### src/shared/sdi_pkg.sv
// constants and types for the servo drive fault interlock
package sdi_pkg;
  // timing
  localparam int unsigned CLK_HZ = 10_000_000;
  localparam int unsigned SC_TIME_MS = 10;
  localparam int unsigned SC_CYCLES = CLK_HZ / 1000 * SC_TIME_MS;
  localparam int unsigned SC_CNT_W = 24;
  // over-current threshold in percent of rated peak
  localparam int unsigned OC_PCT = 300;
  // widths
  localparam int unsigned CUR_W = 12;
  localparam int unsigned ANG_W = 12;
  localparam int unsigned IND_W = 8;
  localparam int unsigned BRK_TIME_W = 32;
  localparam int unsigned NUM_SW = 6;
  localparam int unsigned NUM_SECT = 6;
  localparam int unsigned SECT_W = 3;
  // one sixth of a turn in angle counts
  localparam logic [ANG_W-1:0] SECT_SPAN = 12'h2ab;
  // indicator colours
  localparam logic [IND_W-1:0] IND_GREEN_MASK = 8'h01;
  localparam logic [IND_W-1:0] IND_YELLOW_MASK = 8'h0e;
  localparam logic [IND_W-1:0] IND_RED_MASK = 8'hf0;
  // fault bit positions
  localparam int unsigned FLT_SC = 0;
  localparam int unsigned FLT_OV = 1;
  localparam int unsigned FLT_CONV_LV = 2;
  localparam int unsigned FLT_CTRL_LV = 3;
  localparam int unsigned FLT_SW = 4;
  localparam int unsigned FLT_W = 5;
  // ready relay state machine
  typedef enum logic [2:0] {
    SDI_RDY_WAIT_RST = 3'b001,
    SDI_RDY_CLOSED = 3'b010,
    SDI_RDY_FAULT = 3'b100
  } sdi_rdy_state_t;
endpackage

### src/core/sdi_sync.sv
// three-stage synchroniser with agreement check for pin inputs
`timescale 1ns/1ps
module sdi_sync #(
  parameter int unsigned W = 1
) (
  input wire logic clk,
  input wire logic sys_rst,
  input wire logic [W-1:0] pin_in,
  output logic [W-1:0] level_out
);
  typedef struct packed {
    logic [W-1:0] s1;
    logic [W-1:0] s2;
    logic [W-1:0] s3;
    logic [W-1:0] lvl;
  } sdi_sync_st_t;

  sdi_sync_st_t st_q;
  sdi_sync_st_t st_d;

  // shift chain; a level changes once stages two and three agree
  always_comb begin
    st_d = st_q;
    st_d.s1 = pin_in;
    st_d.s2 = st_q.s1;
    st_d.s3 = st_q.s2;
    for (int i = 0; i < W; i++) begin
      if (st_q.s2[i] == st_q.s3[i]) begin
        st_d.lvl[i] = st_q.s3[i];
      end
    end
  end

  always_ff @(posedge clk) begin
    if (sys_rst) begin
      st_q <= '0;
    end else begin
      st_q <= st_d;
    end
  end

  assign level_out = st_q.lvl;
endmodule // sdi_sync

### src/core/sdi_interlock.sv
// servo drive fault interlock: stage gating, ready relay, flags, brake
`timescale 1ns/1ps
module sdi_interlock (
  input wire logic clk,
  input wire logic sys_rst,
  // pins from the drive, asynchronous to clk
  input wire logic hw_enable_pin,
  input wire logic motor_temp_open_pin,
  input wire logic drive_temp_high_pin,
  input wire logic bus_overvolt_pin,
  input wire logic conv_logic_low_pin,
  input wire logic ctrl_logic_low_pin,
  input wire logic bus_high_pin,
  input wire logic fast_event_input,
  // phase current magnitude and rated peak, clk domain
  input wire logic [sdi_pkg::CUR_W-1:0] phase_current,
  input wire logic [sdi_pkg::CUR_W-1:0] rated_peak_current,
  // firmware controls
  input wire logic fw_enable,
  input wire logic fw_soft_fault,
  input wire logic fw_reset_pulse,
  input wire logic fw_brake_relay,
  input wire logic fw_cpu_running,
  input wire logic [sdi_pkg::IND_W-1:0] fw_indicator,
  input wire logic fw_brake_time_clear,
  // commutation inputs
  input wire logic [sdi_pkg::ANG_W-1:0] motor_angle,
  input wire logic [sdi_pkg::CUR_W-1:0] torque_cmd,
  input wire logic torque_neg,
  // outputs
  output logic stage_enable,
  output logic [sdi_pkg::NUM_SW-1:0] switch_on,
  output logic ready_relay,
  output logic conv_reset_pulse,
  output logic motor_temp_high,
  output logic drive_temp_high,
  output logic [sdi_pkg::FLT_W-1:0] fault_latched,
  output logic brake_relay,
  output logic dyn_brake_on,
  output logic [sdi_pkg::BRK_TIME_W-1:0] dyn_brake_time,
  output logic cpu_ok_led,
  output logic [sdi_pkg::IND_W-1:0] user_indicator,
  output logic fast_event_flag
);

  //--------------------------------------------------------------
  // pin synchronisers
  //--------------------------------------------------------------
  localparam int unsigned NPIN = 8;
  logic [NPIN-1:0] pin_raw;
  logic [NPIN-1:0] pin_lvl;

  assign pin_raw = {fast_event_input, bus_high_pin, ctrl_logic_low_pin,
                    conv_logic_low_pin, bus_overvolt_pin,
                    drive_temp_high_pin, motor_temp_open_pin,
                    hw_enable_pin};

  sdi_sync #(
    .W(NPIN)
  ) u_sync (
    .clk(clk),
    .sys_rst(sys_rst),
    .pin_in(pin_raw),
    .level_out(pin_lvl)
  );

  logic hw_en_s;
  logic mtemp_s;
  logic dtemp_s;
  logic ov_s;
  logic conv_lv_s;
  logic ctrl_lv_s;
  logic bus_hi_s;
  logic fev_s;

  assign hw_en_s = pin_lvl[0];
  assign mtemp_s = pin_lvl[1];
  assign dtemp_s = pin_lvl[2];
  assign ov_s = pin_lvl[3];
  assign conv_lv_s = pin_lvl[4];
  assign ctrl_lv_s = pin_lvl[5];
  assign bus_hi_s = pin_lvl[6];
  assign fev_s = pin_lvl[7];

  //--------------------------------------------------------------
  // helper functions
  //--------------------------------------------------------------
  // current above 300 percent of rated peak, widened to avoid overflow
  function automatic logic over_current(
    input logic [sdi_pkg::CUR_W-1:0] cur,
    input logic [sdi_pkg::CUR_W-1:0] peak
  );
    logic [sdi_pkg::CUR_W+8:0] lhs;
    logic [sdi_pkg::CUR_W+8:0] rhs;
    lhs = (sdi_pkg::CUR_W+9)'(cur) * (sdi_pkg::CUR_W+9)'(100);
    rhs = (sdi_pkg::CUR_W+9)'(peak)
          * (sdi_pkg::CUR_W+9)'(sdi_pkg::OC_PCT);
    return lhs > rhs;
  endfunction

  // angle to sixty-degree sector
  function automatic logic [sdi_pkg::SECT_W-1:0] sector_of(
    input logic [sdi_pkg::ANG_W-1:0] ang
  );
    logic [sdi_pkg::SECT_W-1:0] s;
    s = '0;
    for (int k = 1; k < sdi_pkg::NUM_SECT; k++) begin
      if (ang >= sdi_pkg::ANG_W'(k * int'(sdi_pkg::SECT_SPAN))) begin
        s = sdi_pkg::SECT_W'(k);
      end
    end
    return s;
  endfunction

  //--------------------------------------------------------------
  // state
  //--------------------------------------------------------------
  typedef struct packed {
    sdi_pkg::sdi_rdy_state_t rdy;
    logic [sdi_pkg::FLT_W-1:0] flt;
    logic [sdi_pkg::SC_CNT_W-1:0] sc_cnt;
    logic stage_en;
    logic relay;
    logic rst_pulse;
    logic mtemp;
    logic dtemp;
    logic brk_relay;
    logic dbrake;
    logic [sdi_pkg::BRK_TIME_W-1:0] brk_time;
    logic cpu_ok;
    logic [sdi_pkg::IND_W-1:0] ind;
    logic [sdi_pkg::NUM_SW-1:0] sw;
    logic fev;
  } sdi_state_t;

  sdi_state_t st_q;
  sdi_state_t st_d;

  logic [sdi_pkg::FLT_W-1:0] flt_now;
  logic [sdi_pkg::FLT_W-1:0] flt_next;
  logic oc_now;
  logic [sdi_pkg::SECT_W-1:0] sect;
  logic [sdi_pkg::NUM_SW-1:0] pattern;

  //--------------------------------------------------------------
  // next-state logic
  //--------------------------------------------------------------
  always_comb begin
    st_d = st_q;
    oc_now = over_current(phase_current, rated_peak_current);
    flt_now = '0;
    flt_next = '0;
    sect = sector_of(motor_angle);
    pattern = '0;

    // short-circuit persistence timer
    if (oc_now) begin
      if (st_q.sc_cnt < sdi_pkg::SC_CNT_W'(sdi_pkg::SC_CYCLES)) begin
        st_d.sc_cnt = st_q.sc_cnt + 1'b1;
      end
    end else begin
      st_d.sc_cnt = '0;
    end

    // live fault conditions
    flt_now[sdi_pkg::FLT_SC] = oc_now &&
      (st_q.sc_cnt >= sdi_pkg::SC_CNT_W'(sdi_pkg::SC_CYCLES - 1));
    flt_now[sdi_pkg::FLT_OV] = ov_s;
    flt_now[sdi_pkg::FLT_CONV_LV] = conv_lv_s;
    flt_now[sdi_pkg::FLT_CTRL_LV] = ctrl_lv_s;
    flt_now[sdi_pkg::FLT_SW] = fw_soft_fault;

    // latch; reset clears only once no condition is present, set wins
    if (fw_reset_pulse && flt_now == '0) begin
      flt_next = '0;
    end else begin
      flt_next = st_q.flt | flt_now;
    end
    st_d.flt = flt_next;
    st_d.rst_pulse = fw_reset_pulse;

    // ready relay sequencing
    case (st_q.rdy)
      sdi_pkg::SDI_RDY_WAIT_RST: begin
        st_d.relay = 1'b0;
        if (fw_reset_pulse && flt_now == '0) begin
          st_d.rdy = sdi_pkg::SDI_RDY_CLOSED;
          st_d.relay = 1'b1;
        end
      end
      sdi_pkg::SDI_RDY_CLOSED: begin
        st_d.relay = 1'b1;
        if (flt_now != '0) begin
          st_d.rdy = sdi_pkg::SDI_RDY_FAULT;
          st_d.relay = 1'b0;
        end
      end
      sdi_pkg::SDI_RDY_FAULT: begin
        st_d.relay = 1'b0;
        if (fw_reset_pulse && flt_now == '0) begin
          st_d.rdy = sdi_pkg::SDI_RDY_CLOSED;
          st_d.relay = 1'b1;
        end
      end
      default: begin
        st_d.rdy = sdi_pkg::SDI_RDY_WAIT_RST;
        st_d.relay = 1'b0;
      end
    endcase

    // power stage gate
    st_d.stage_en = hw_en_s && fw_enable && (flt_next == '0) &&
      (flt_now == '0);

    // commutation: six-step pattern per sector, reversed for negative torque
    case (sect)
      3'h0: pattern = 6'h21;
      3'h1: pattern = 6'h09;
      3'h2: pattern = 6'h0c;
      3'h3: pattern = 6'h06;
      3'h4: pattern = 6'h12;
      3'h5: pattern = 6'h30;
      default: pattern = '0;
    endcase
    if (torque_neg) begin
      pattern = {pattern[2:0], pattern[5:3]};
    end
    if (st_d.stage_en && torque_cmd != '0) begin
      st_d.sw = pattern;
    end else begin
      st_d.sw = '0;
    end

    // status flags
    st_d.mtemp = mtemp_s;
    st_d.dtemp = dtemp_s;

    // brake relay purely firmware driven
    st_d.brk_relay = fw_brake_relay;

    // dynamic brake follows the synchronised bus high indication directly, without hysteresis
    st_d.dbrake = bus_hi_s;
    if (fw_brake_time_clear) begin
      st_d.brk_time = '0;
    end
    if (bus_hi_s && st_q.brk_time != '1) begin
      st_d.brk_time = st_d.brk_time + 1'b1;
    end

    // indicators
    st_d.cpu_ok = fw_cpu_running;
    st_d.ind = fw_indicator;

    // fast event capture
    st_d.fev = fev_s;
  end

  //--------------------------------------------------------------
  // registers
  //--------------------------------------------------------------
  always_ff @(posedge clk) begin
    if (sys_rst) begin
      st_q <= '0;
      st_q.rdy <= sdi_pkg::SDI_RDY_WAIT_RST;
    end else begin
      st_q <= st_d;
    end
  end

  //--------------------------------------------------------------
  // outputs
  //--------------------------------------------------------------
  assign stage_enable = st_q.stage_en;
  assign switch_on = st_q.sw;
  assign ready_relay = st_q.relay;
  assign conv_reset_pulse = st_q.rst_pulse;
  assign motor_temp_high = st_q.mtemp;
  assign drive_temp_high = st_q.dtemp;
  assign fault_latched = st_q.flt;
  assign brake_relay = st_q.brk_relay;
  assign dyn_brake_on = st_q.dbrake;
  assign dyn_brake_time = st_q.brk_time;
  assign cpu_ok_led = st_q.cpu_ok;
  assign user_indicator = st_q.ind;
  assign fast_event_flag = st_q.fev;
endmodule // sdi_interlock

### config.mk
export PLATFORM = sky130hd
export DESIGN_NAME = sdi_interlock
export DESIGN_NICKNAME = d
export VERILOG_FILES = /design/src/shared/sdi_pkg.sv /design/src/core/sdi_sync.sv /design/src/core/sdi_interlock.sv
export SDC_FILE = /design/constraint.sdc
export NUM_CORES = 1
export LEC_CHECK = 0
export ABC_AREA = 1
export ABC_CLOCK_PERIOD_IN_PS = 4600
export BUFFER_PORTS_ARGS = -buffer_cell sky130_fd_sc_hd__buf_2
export CORE_UTILIZATION = 40
export CTS_BUF_LIST = sky130_fd_sc_hd__clkbuf_4
export DETAILED_ROUTE_END_ITERATION = 10
export GPL_ROUTABILITY_DRIVEN = 1
export PLACE_DENSITY = 0.59
export REMOVE_ABC_BUFFERS = 1
export SLEW_MARGIN = 20
export SYNTH_ARGS = -nofsm -noshare
export SYNTH_HDL_FRONTEND = slang
export SYNTH_SLANG_ARGS = --single-unit
### constraint.sdc
create_clock -name clk -period 4.6 [get_ports clk]
set_clock_uncertainty 0.05 [all_clocks]
set_input_delay 0.46 -clock clk [delete_from_list [all_inputs] [get_ports clk]]
set_output_delay 0.46 -clock clk [all_outputs]
set_load 0.01 [all_outputs]
Word-level counts from Yosys, hierarchy flattened
Cells that the tools add are included.
{"block": "totals", "ff_bits": 119, "latch_bits": 0, "ramBits": 0, "rom_bits": 0, "in_bits": 73, "out_inout_bits": 60, "wordCells": 92, "memories": 0}
{"block": "op_classes", "addsub": 2, "multipliers": 2, "div_mod_pow": 0, "n_lt_le_gt_ge": 8, "n_eq_ne": 19, "shift": 0, "mux": 16, "bitwise_logic": 3, "reduce_logical": 16}
{"op": "2-to-1 mux 32 bit", "count": 2}
{"op": "greater-or-equal comparator 12 bit, second input constant", "count": 3}
{"op": "case mux 6 bit (6 select lines)", "count": 1}
{"op": "adder 32 x 1 -> 32 bit, second input constant", "count": 1}
{"op": "inequality test 32 bit, second input constant", "count": 1}
{"op": "adder 24 x 1 -> 24 bit, second input constant", "count": 1}
{"op": "greater-or-equal comparator 24 x 17 -> 1 bit, second input constant", "count": 1}
{"op": "less-than comparator 24 x 17 -> 1 bit, second input constant", "count": 1}
{"op": "> comparator 19 x 21 -> 1 bit", "count": 1}
{"op": "multiplier 12 x 7 -> 19 bit, second input constant", "count": 1}
{"op": "2-to-1 mux 3 bit", "count": 6}
{"op": "multiplier 12 x 5 -> 17 bit, second input constant", "count": 1}
{"op": "greater-or-equal comparator 12 x 10 -> 1 bit, second input constant", "count": 1}
{"op": "greater-or-equal comparator 12 x 11 -> 1 bit, second input constant", "count": 1}
{"op": "nonzero test 12 bit", "count": 1}
{"op": "zero test 5 bit", "count": 2}
{"op": "equality test 3 x 2 -> 1 bit, second input constant", "count": 3}
{"op": "equality test 3 bit, second input constant", "count": 3}
{"op": "equality test 1 bit", "count": 8}
{"op": "logical AND 1 bit", "count": 7}
{"op": "equality test 3 x 1 -> 1 bit, second input constant", "count": 2}
{"op": "2-to-1 mux 6 bit", "count": 1}
{"op": "case mux 3 bit (2 select lines)", "count": 1}
{"op": "OR reduction 2 bit", "count": 3}
{"op": "other kinds (10)", "count": 13}

Logic depth before layout (Yosys ltp)
{"block": "logic_depth", "depth_word": 12, "depth_mapped": 31, "mapped_depth_nobuf": 31}

Modules after synthesis
From an unflattened synthesis, not the netlist that was laid out.
{"block": "unflattened", "hier_cells": 1240, "area_unflattened_um2": 9095.0}
{"mod": "sdi_interlock", "n_inst": 1, "cells_each": 1124, "area_per_inst_um2": 8064.0, "seq_area_each_um2": 1741.7}
{"mod": "sdi_sync", "n_inst": 1, "cells_each": 116, "area_per_inst_um2": 1031.0, "seq_area_each_um2": 640.6}

Least setup slack after synthesis
OpenSTA, ideal clock, no wires.
{"block": "synth_path", "kind": "input-to-reg", "startpoint": "input rated_peak_current[5] in the netlist's numbering", "endpoint": "register st_q (netlist bit ready_relay)", "setup_ps": 134, "arrival_time_ps": 4555, "t_required_ps": 4416, "path_slack_ps": -139, "cell_stages": 30, "n_path_buf": 0, "path_cell_list": "ha_1 > ha_1 > fa_1 > inv_1 > fa_1 > inv_1 > ha_1 > nand2_1 > nor2_1 > nand3_1 > nand2_2 > inv_1 > o21bai_1 > a21oi_1 > xor2_1 > ha_1 > nand2_1 > inv_1 > nand3_1 > o21bai_1 > nor2_1 > nand2_1 > nor2_4 > nand3_4 > nand3_4 > nand2_1 > nand2_2 > inv_2 > nand2_1 > a21oi_1"}
{"block": "synth_via", "elab_chain_cells": 7, "word_cells_on_any_way": 9, "classes_between": "mul: 1; order compare: 1; mux: 3; reduce/logical: 4"}
{"item": "from (decl)", "line_no": "sdi_interlock.sv:17", "text": "input wire logic [sdi_pkg::CUR_W-1:0] rated_peak_current,"}
{"item": "multiplier 12 x 7 -> 19 bit *", "line_no": "sdi_interlock.sv:97", "text": "* (sdi_pkg::CUR_W+9)'(sdi_pkg::OC_PCT);"}
{"item": "> comparator 19 x 21 -> 1 bit *", "line_no": "sdi_interlock.sv:98", "text": "return lhs > rhs;"}
{"item": "logical AND 1 bit *", "line_no": "sdi_interlock.sv:166", "text": "flt_now[sdi_pkg::FLT_SC] = oc_now &&"}
{"item": "zero test 5 bit", "line_no": "sdi_interlock.sv:186, sdi_interlock.sv:200"}
{"item": "logical AND 1 bit", "line_no": "sdi_interlock.sv:186, sdi_interlock.sv:200"}
{"item": "2-to-1 mux 1 bit", "line_no": "sdi_interlock.sv:186, sdi_interlock.sv:200"}
{"item": "case mux 1 bit (2 select lines) *", "line_no": "sdi_interlock.sv:183", "text": "case (st_q.rdy)"}
{"item": "to (signal assigned)", "line_no": "sdi_interlock.sv:266", "text": "st_q <= st_d;"}
{"item": "to (decl)", "line_no": "sdi_interlock.sv:136", "text": "sdi_state_t st_q;"}
Mark *: on every way between the ends. The rest lies on a longest branch, timed or not.
A chain may end at the register's enable or synchronous reset.

Worst setup path after layout
{"block": "layout_path", "startpoint": "input rated_peak_current[8] in the netlist's numbering", "endpoint": "register st_q (netlist bit switch_on[3])"}
{"block": "layout_via", "elab_chain_cells": 12, "word_cells_on_any_way": 13, "classes_between": "mul: 1; order compare: 1; mux: 1; bitwise: 2; reduce/logical: 8"}
{"item": "multiplier 12 x 7 -> 19 bit *", "line_no": "sdi_interlock.sv:97"}
{"item": "> comparator 19 x 21 -> 1 bit *", "line_no": "sdi_interlock.sv:98"}
{"item": "logical AND 1 bit *", "line_no": "sdi_interlock.sv:166"}
{"item": "zero test 5 bit", "line_no": "sdi_interlock.sv:174, sdi_interlock.sv:213"}
{"item": "logical AND 1 bit", "line_no": "sdi_interlock.sv:174", "text": "if (fw_reset_pulse && flt_now == '0) begin"}
{"item": "2-to-1 mux 5 bit", "line_no": "sdi_interlock.sv:174"}
{"item": "zero test 5 bit", "line_no": "sdi_interlock.sv:212", "text": "st_d.stage_en = hw_en_s && fw_enable && (flt_next == '0) &&"}
{"item": "logical AND 1 bit", "line_no": "sdi_interlock.sv:212"}
{"item": "logical AND 1 bit *", "line_no": "sdi_interlock.sv:212"}
{"item": "logical AND 1 bit *", "line_no": "sdi_interlock.sv:228", "text": "if (st_d.stage_en && torque_cmd != '0) begin"}
{"item": "inverter 1 bit (no source line) *"}
{"item": "OR reduction 2 bit (no source line) *"}
Marks and branches as above.

==> impl_metrics.csv <==
group,metric,value,unit
floorplanning,row_count,54,
logic_synthesis,syn_inst,1236,
global_routing,grt_pass1_vias,7280,
global_routing,globalRoute.totalOverflow,0,
power_and_ir_drop,combPwrFrac,50.0,%
cells_and_area,layout-area-overhead-vs-synth,18.1,%
cells_and_area,n_antenna_cell,0,
power_and_ir_drop,net-switching-power,1.30,mW
routing,violation_count_after_the_first_detailed_routing_iteration,321,
global_routing,grt_antenna_before_repair,0,
power_and_ir_drop,static-leakage-power,5.06,nW
logic_synthesis,ys.warnings.count,0,
floorplanning,core_area,22000,um^2
cells_and_area,count_of_filler_cells_inserted_in_the_layout,2227,
cells_and_area,layout.core_utilization,48.6,%
logic_synthesis,yosysSeqAreaShare,26.4,%
routing,drt-total-wl,19.0,mm
worst_setup_path,max_stage_delay,0.54,ns
clocking,cts_inserted_buffers,17,
power_and_ir_drop,ir_worst_vdd,0.154,mV
worst_setup_path,r2r-start,"dyn_brake_time[16]",
worst_setup_path,crit_required,5.01,ns
timing,achievable-frequency,0.229,GHz
worst_setup_path,worst_setup_path_start_kind,"input port",
routing,dr.pass1.iters,8,
place,placement.io_buffers,132,
timing,post-route-period-util,95.0,%
clocking,cts_tree,"built",
routing,detailroute.via_count,7672,
global_routing,grt_first_pass_wirelength,32.8,mm
timing,relSlewSlack,43.4,%
routing,postRouteAntennaNets,0,
timing,finalHoldViolCount,0,
logic_synthesis,synth_area,9030,um^2
global_routing,grt_start_max_net_pins,63,
run_status,run_status,"complete, but fails checks",
power_and_ir_drop,seqPwrFrac,30.4,%
cells_and_area,final_layout_size_suffix_gt1_share,24.4,%
power_and_ir_drop,p_total,3.54,mW
routing,vias_cell,4.56,
clocking,clock-root-buffer,"sky130_fd_sc_hd__clkbuf_4",
floorplanning,die_height,152,um
routing,detail_route.wl_per_cell,11.3,um
timing,finalSetupViolCount,0,
clocking,clkLatencyLatePin,0.52,ns
worst_setup_path,end_kind,"register",
clocking,clock_sink_count,119,
worst_setup_path,timing.critical_path.buf_inv,5,
cells_and_area,nets,1596,
clocking,ctsHtreeMaxLevel,4,
floorplanning,die_w,152,um
worst_setup_path,critical_path.slowest_cell,"sky130_fd_sc_hd__fa_1",
worst_setup_path,critical_path.max_fanout,6,
routing,detail_route.drc_violations,5,
floorplanning,initial_utilization,41.1,%
worst_setup_path,timing_worst_setup_path_type,"in -> reg",
place,hpwl,15.1,mm
clocking,cts-root-to-sink-buffers,2,
run,cap_viol_max_count,0,
place,gp_congestion,0.854,
worst_setup_path,critical_path.top_delay_family,"adder cells",
timing,max_slew.worst_pin.slew,0.848,ns
run_status,failed_checks,"design-rule violations",
floorplanning,io_pins,133,
worst_hold_path,hold_path_startpoint,"fw_indicator[3]",
timing,timing_max_transition_violations_final,0,
worst_hold_path,worstHoldPathType,"in -> reg",
logic_synthesis,synth-seq-cells,119,
floorplanning,fp.dieArea,23200,um^2
logic_synthesis,syn-mean-instance-area,7.31,um^2
clocking,clkSlewWorstSetupHoldPaths,0.11,ns
logic_synthesis,netlist.top_cell.by_area,"sky130_fd_sc_hd__dfxtp_1",
worst_setup_path,critical_path.most_common_cell,"sky130_fd_sc_hd__nand2_1",
power_and_ir_drop,power_density,331,nW/um^2
logic_synthesis,synth_cell_types,50,
logic_synthesis,synth.top_cells.by_area,"sky130_fd_sc_hd__dfxtp_1 (26%), sky130_fd_sc_hd__ha_1 (15%), sky130_fd_sc_hd__inv_1 (9.9%)",
power_and_ir_drop,power.internal,2.23,mW
power_and_ir_drop,share_clk_of_total_power,19.6,%
global_routing,grt_util_all_layers,17.0,%
power_and_ir_drop,netSwitchingFraction,36.8,%
timing,timing.final.crit_period,4.37,ns
worst_setup_path,worst_setup_path_startpoint,"rated_peak_current[8]",
worst_setup_path,cp.arrival,4.78,ns
logic_synthesis,synth.top_cell.area_share,26.4,%
## state kept, by name, summed over array words and instances (netlist names), 5 cells and up
signal	cells
dyn_brake_time	32
fault_latched	5
st_q	27
switch_on	6
u_sync.level_out	8
u_sync.st_d	16
u_sync.st_q	8
user_indicator	8
## stage by stage
stage	std cells	setup slack [ns]	hold WS, ns	instance area (um^2)	TNS, ns
3_5_place_dp	1648	-0.556	0.347	10100	-17.56
5_1_grt	1684	-0.0430	0.0199	10700	-0.0827
2_1_floorplan	1169	-0.210	0.338	8560	-2.78
3_3_place_gp	1648	-0.468	0.343	10100	-14.88
4_1_cts	1679	0.0164	0.0382	10300	0
6_report	1684	0.231	0.0838	10700	0
## cells in the mapped netlist (all sizes together)
master   number
inv         251
nor2        193
nand2       175
dfxtp       119
ha          109
a21oi        79
buf          58
o21ai        43
nand3        38
xor2         24
nor3         23
fa           22
nand4        22
nor4         16
xnor2        15
clkbuf        9
or2           6
a31oi         5
nor3b         5
o21a          4
o21bai        4
a21o          3
and2          2
and3          2
o2111ai       2
or3           2
a211oi        1
clkinv        1
nand3b        1
o211ai        1
o31ai         1
## repair_timing
item / 4_1_cts / 5_1_grt
gates resized for setup: 1 / 45
setup buffers: 0 / 5
setup endpoints to repair: 2 / 39
pin swaps: 0 / 24
hold buffers: 0 / 0
## worst paths after layout
kind	cells after the start	endpoint	slack, ns
max	29	switch_on[3]	0.23
min	3	user_indicator[3]	0.08
max reg2reg	13	dyn_brake_time[17]	1.93
min reg2reg	2	u_sync.st_d[15]	0.35
## layout by cell type, fill, tap and decap left out, types with 6 or more instances in the layout
master,n
sky130_fd_sc_hd__xnor2_1,15
sky130_fd_sc_hd__inv_2,19
sky130_fd_sc_hd__dfxtp_1,119
sky130_fd_sc_hd__a21oi_1,74
sky130_fd_sc_hd__clkinv_2,6
sky130_fd_sc_hd__clkbuf_4,19
sky130_fd_sc_hd__nor2_2,22
sky130_fd_sc_hd__ha_4,16
sky130_fd_sc_hd__nand2_1,164
sky130_fd_sc_hd__nor4_1,14
sky130_fd_sc_hd__ha_1,92
sky130_fd_sc_hd__o21ai_0,35
sky130_fd_sc_hd__nand4_1,20
sky130_fd_sc_hd__buf_2,130
sky130_fd_sc_hd__nor3_1,18
sky130_fd_sc_hd__buf_4,71
sky130_fd_sc_hd__nand3_1,34
sky130_fd_sc_hd__nor2_1,160
sky130_fd_sc_hd__inv_1,232
sky130_fd_sc_hd__xor2_1,24
sky130_fd_sc_hd__nand2_2,10
sky130_fd_sc_hd__fa_1,22
sky130_fd_sc_hd__nor2_4,11
## logic make-up (layout without fill, tap and decap cells)
logic type / Yosys count / after routing / share of synthesized area [%]
AOI/OAI and AO/OA: 143 / 143 / 8.59
buffers and inverters: 319 / 487 / 15.7
xor gates and xnor gates: 39 / 39 / 3.78
adders and majority gates: 131 / 131 / 20.0
and+or+nand+nor: 485 / 485 / 25.6
DFF: 119 / 119 / 26.4
## power by group through the flow
stage	Sequential, mW	Combinational, mW	Clock, mW
after detailed placement	1.10	1.59	0
after global routing	1.08	2.04	0.774
after CTS	1.08	1.61	0.720
after floorplan	1.10	1.06	0
after global placement	1.10	1.58	0
final	1.08	1.77	0.694
## worst register-to-register path: cells and delay by family (launching register included)
family	cells	cell delay (ns)
simple gates	12	1.81
buf+inv	1	0.33
flops	1	0.38
## metal layers
layer | vias up | part of all wire (%) | global-route usage, %
li1 | 4167 | - | -
met1 | 3381 | 50 | 22.4
met2 | 115 | 46 | 28.9
met3 | 9 | 3.5 | 3.67
met4 | 0 | 0.51 | 3.06
met5 | - | 0 | 0
## area by class of cell
type / count / area, um^2 / share of cell area, %
inverter: 252 / 947 / 8.88
sequential: 119 / 2380 / 22.3
timing repair buffer: 204 / 1230 / 11.5
multi-input combinational: 798 / 5510 / 51.6
clock inverter: 12 / 111 / 1.04
clock buffer: 19 / 143 / 1.34
tap: 280 / 350 / 3.28
No activity file was read; power rests on OpenSTA's default activity.
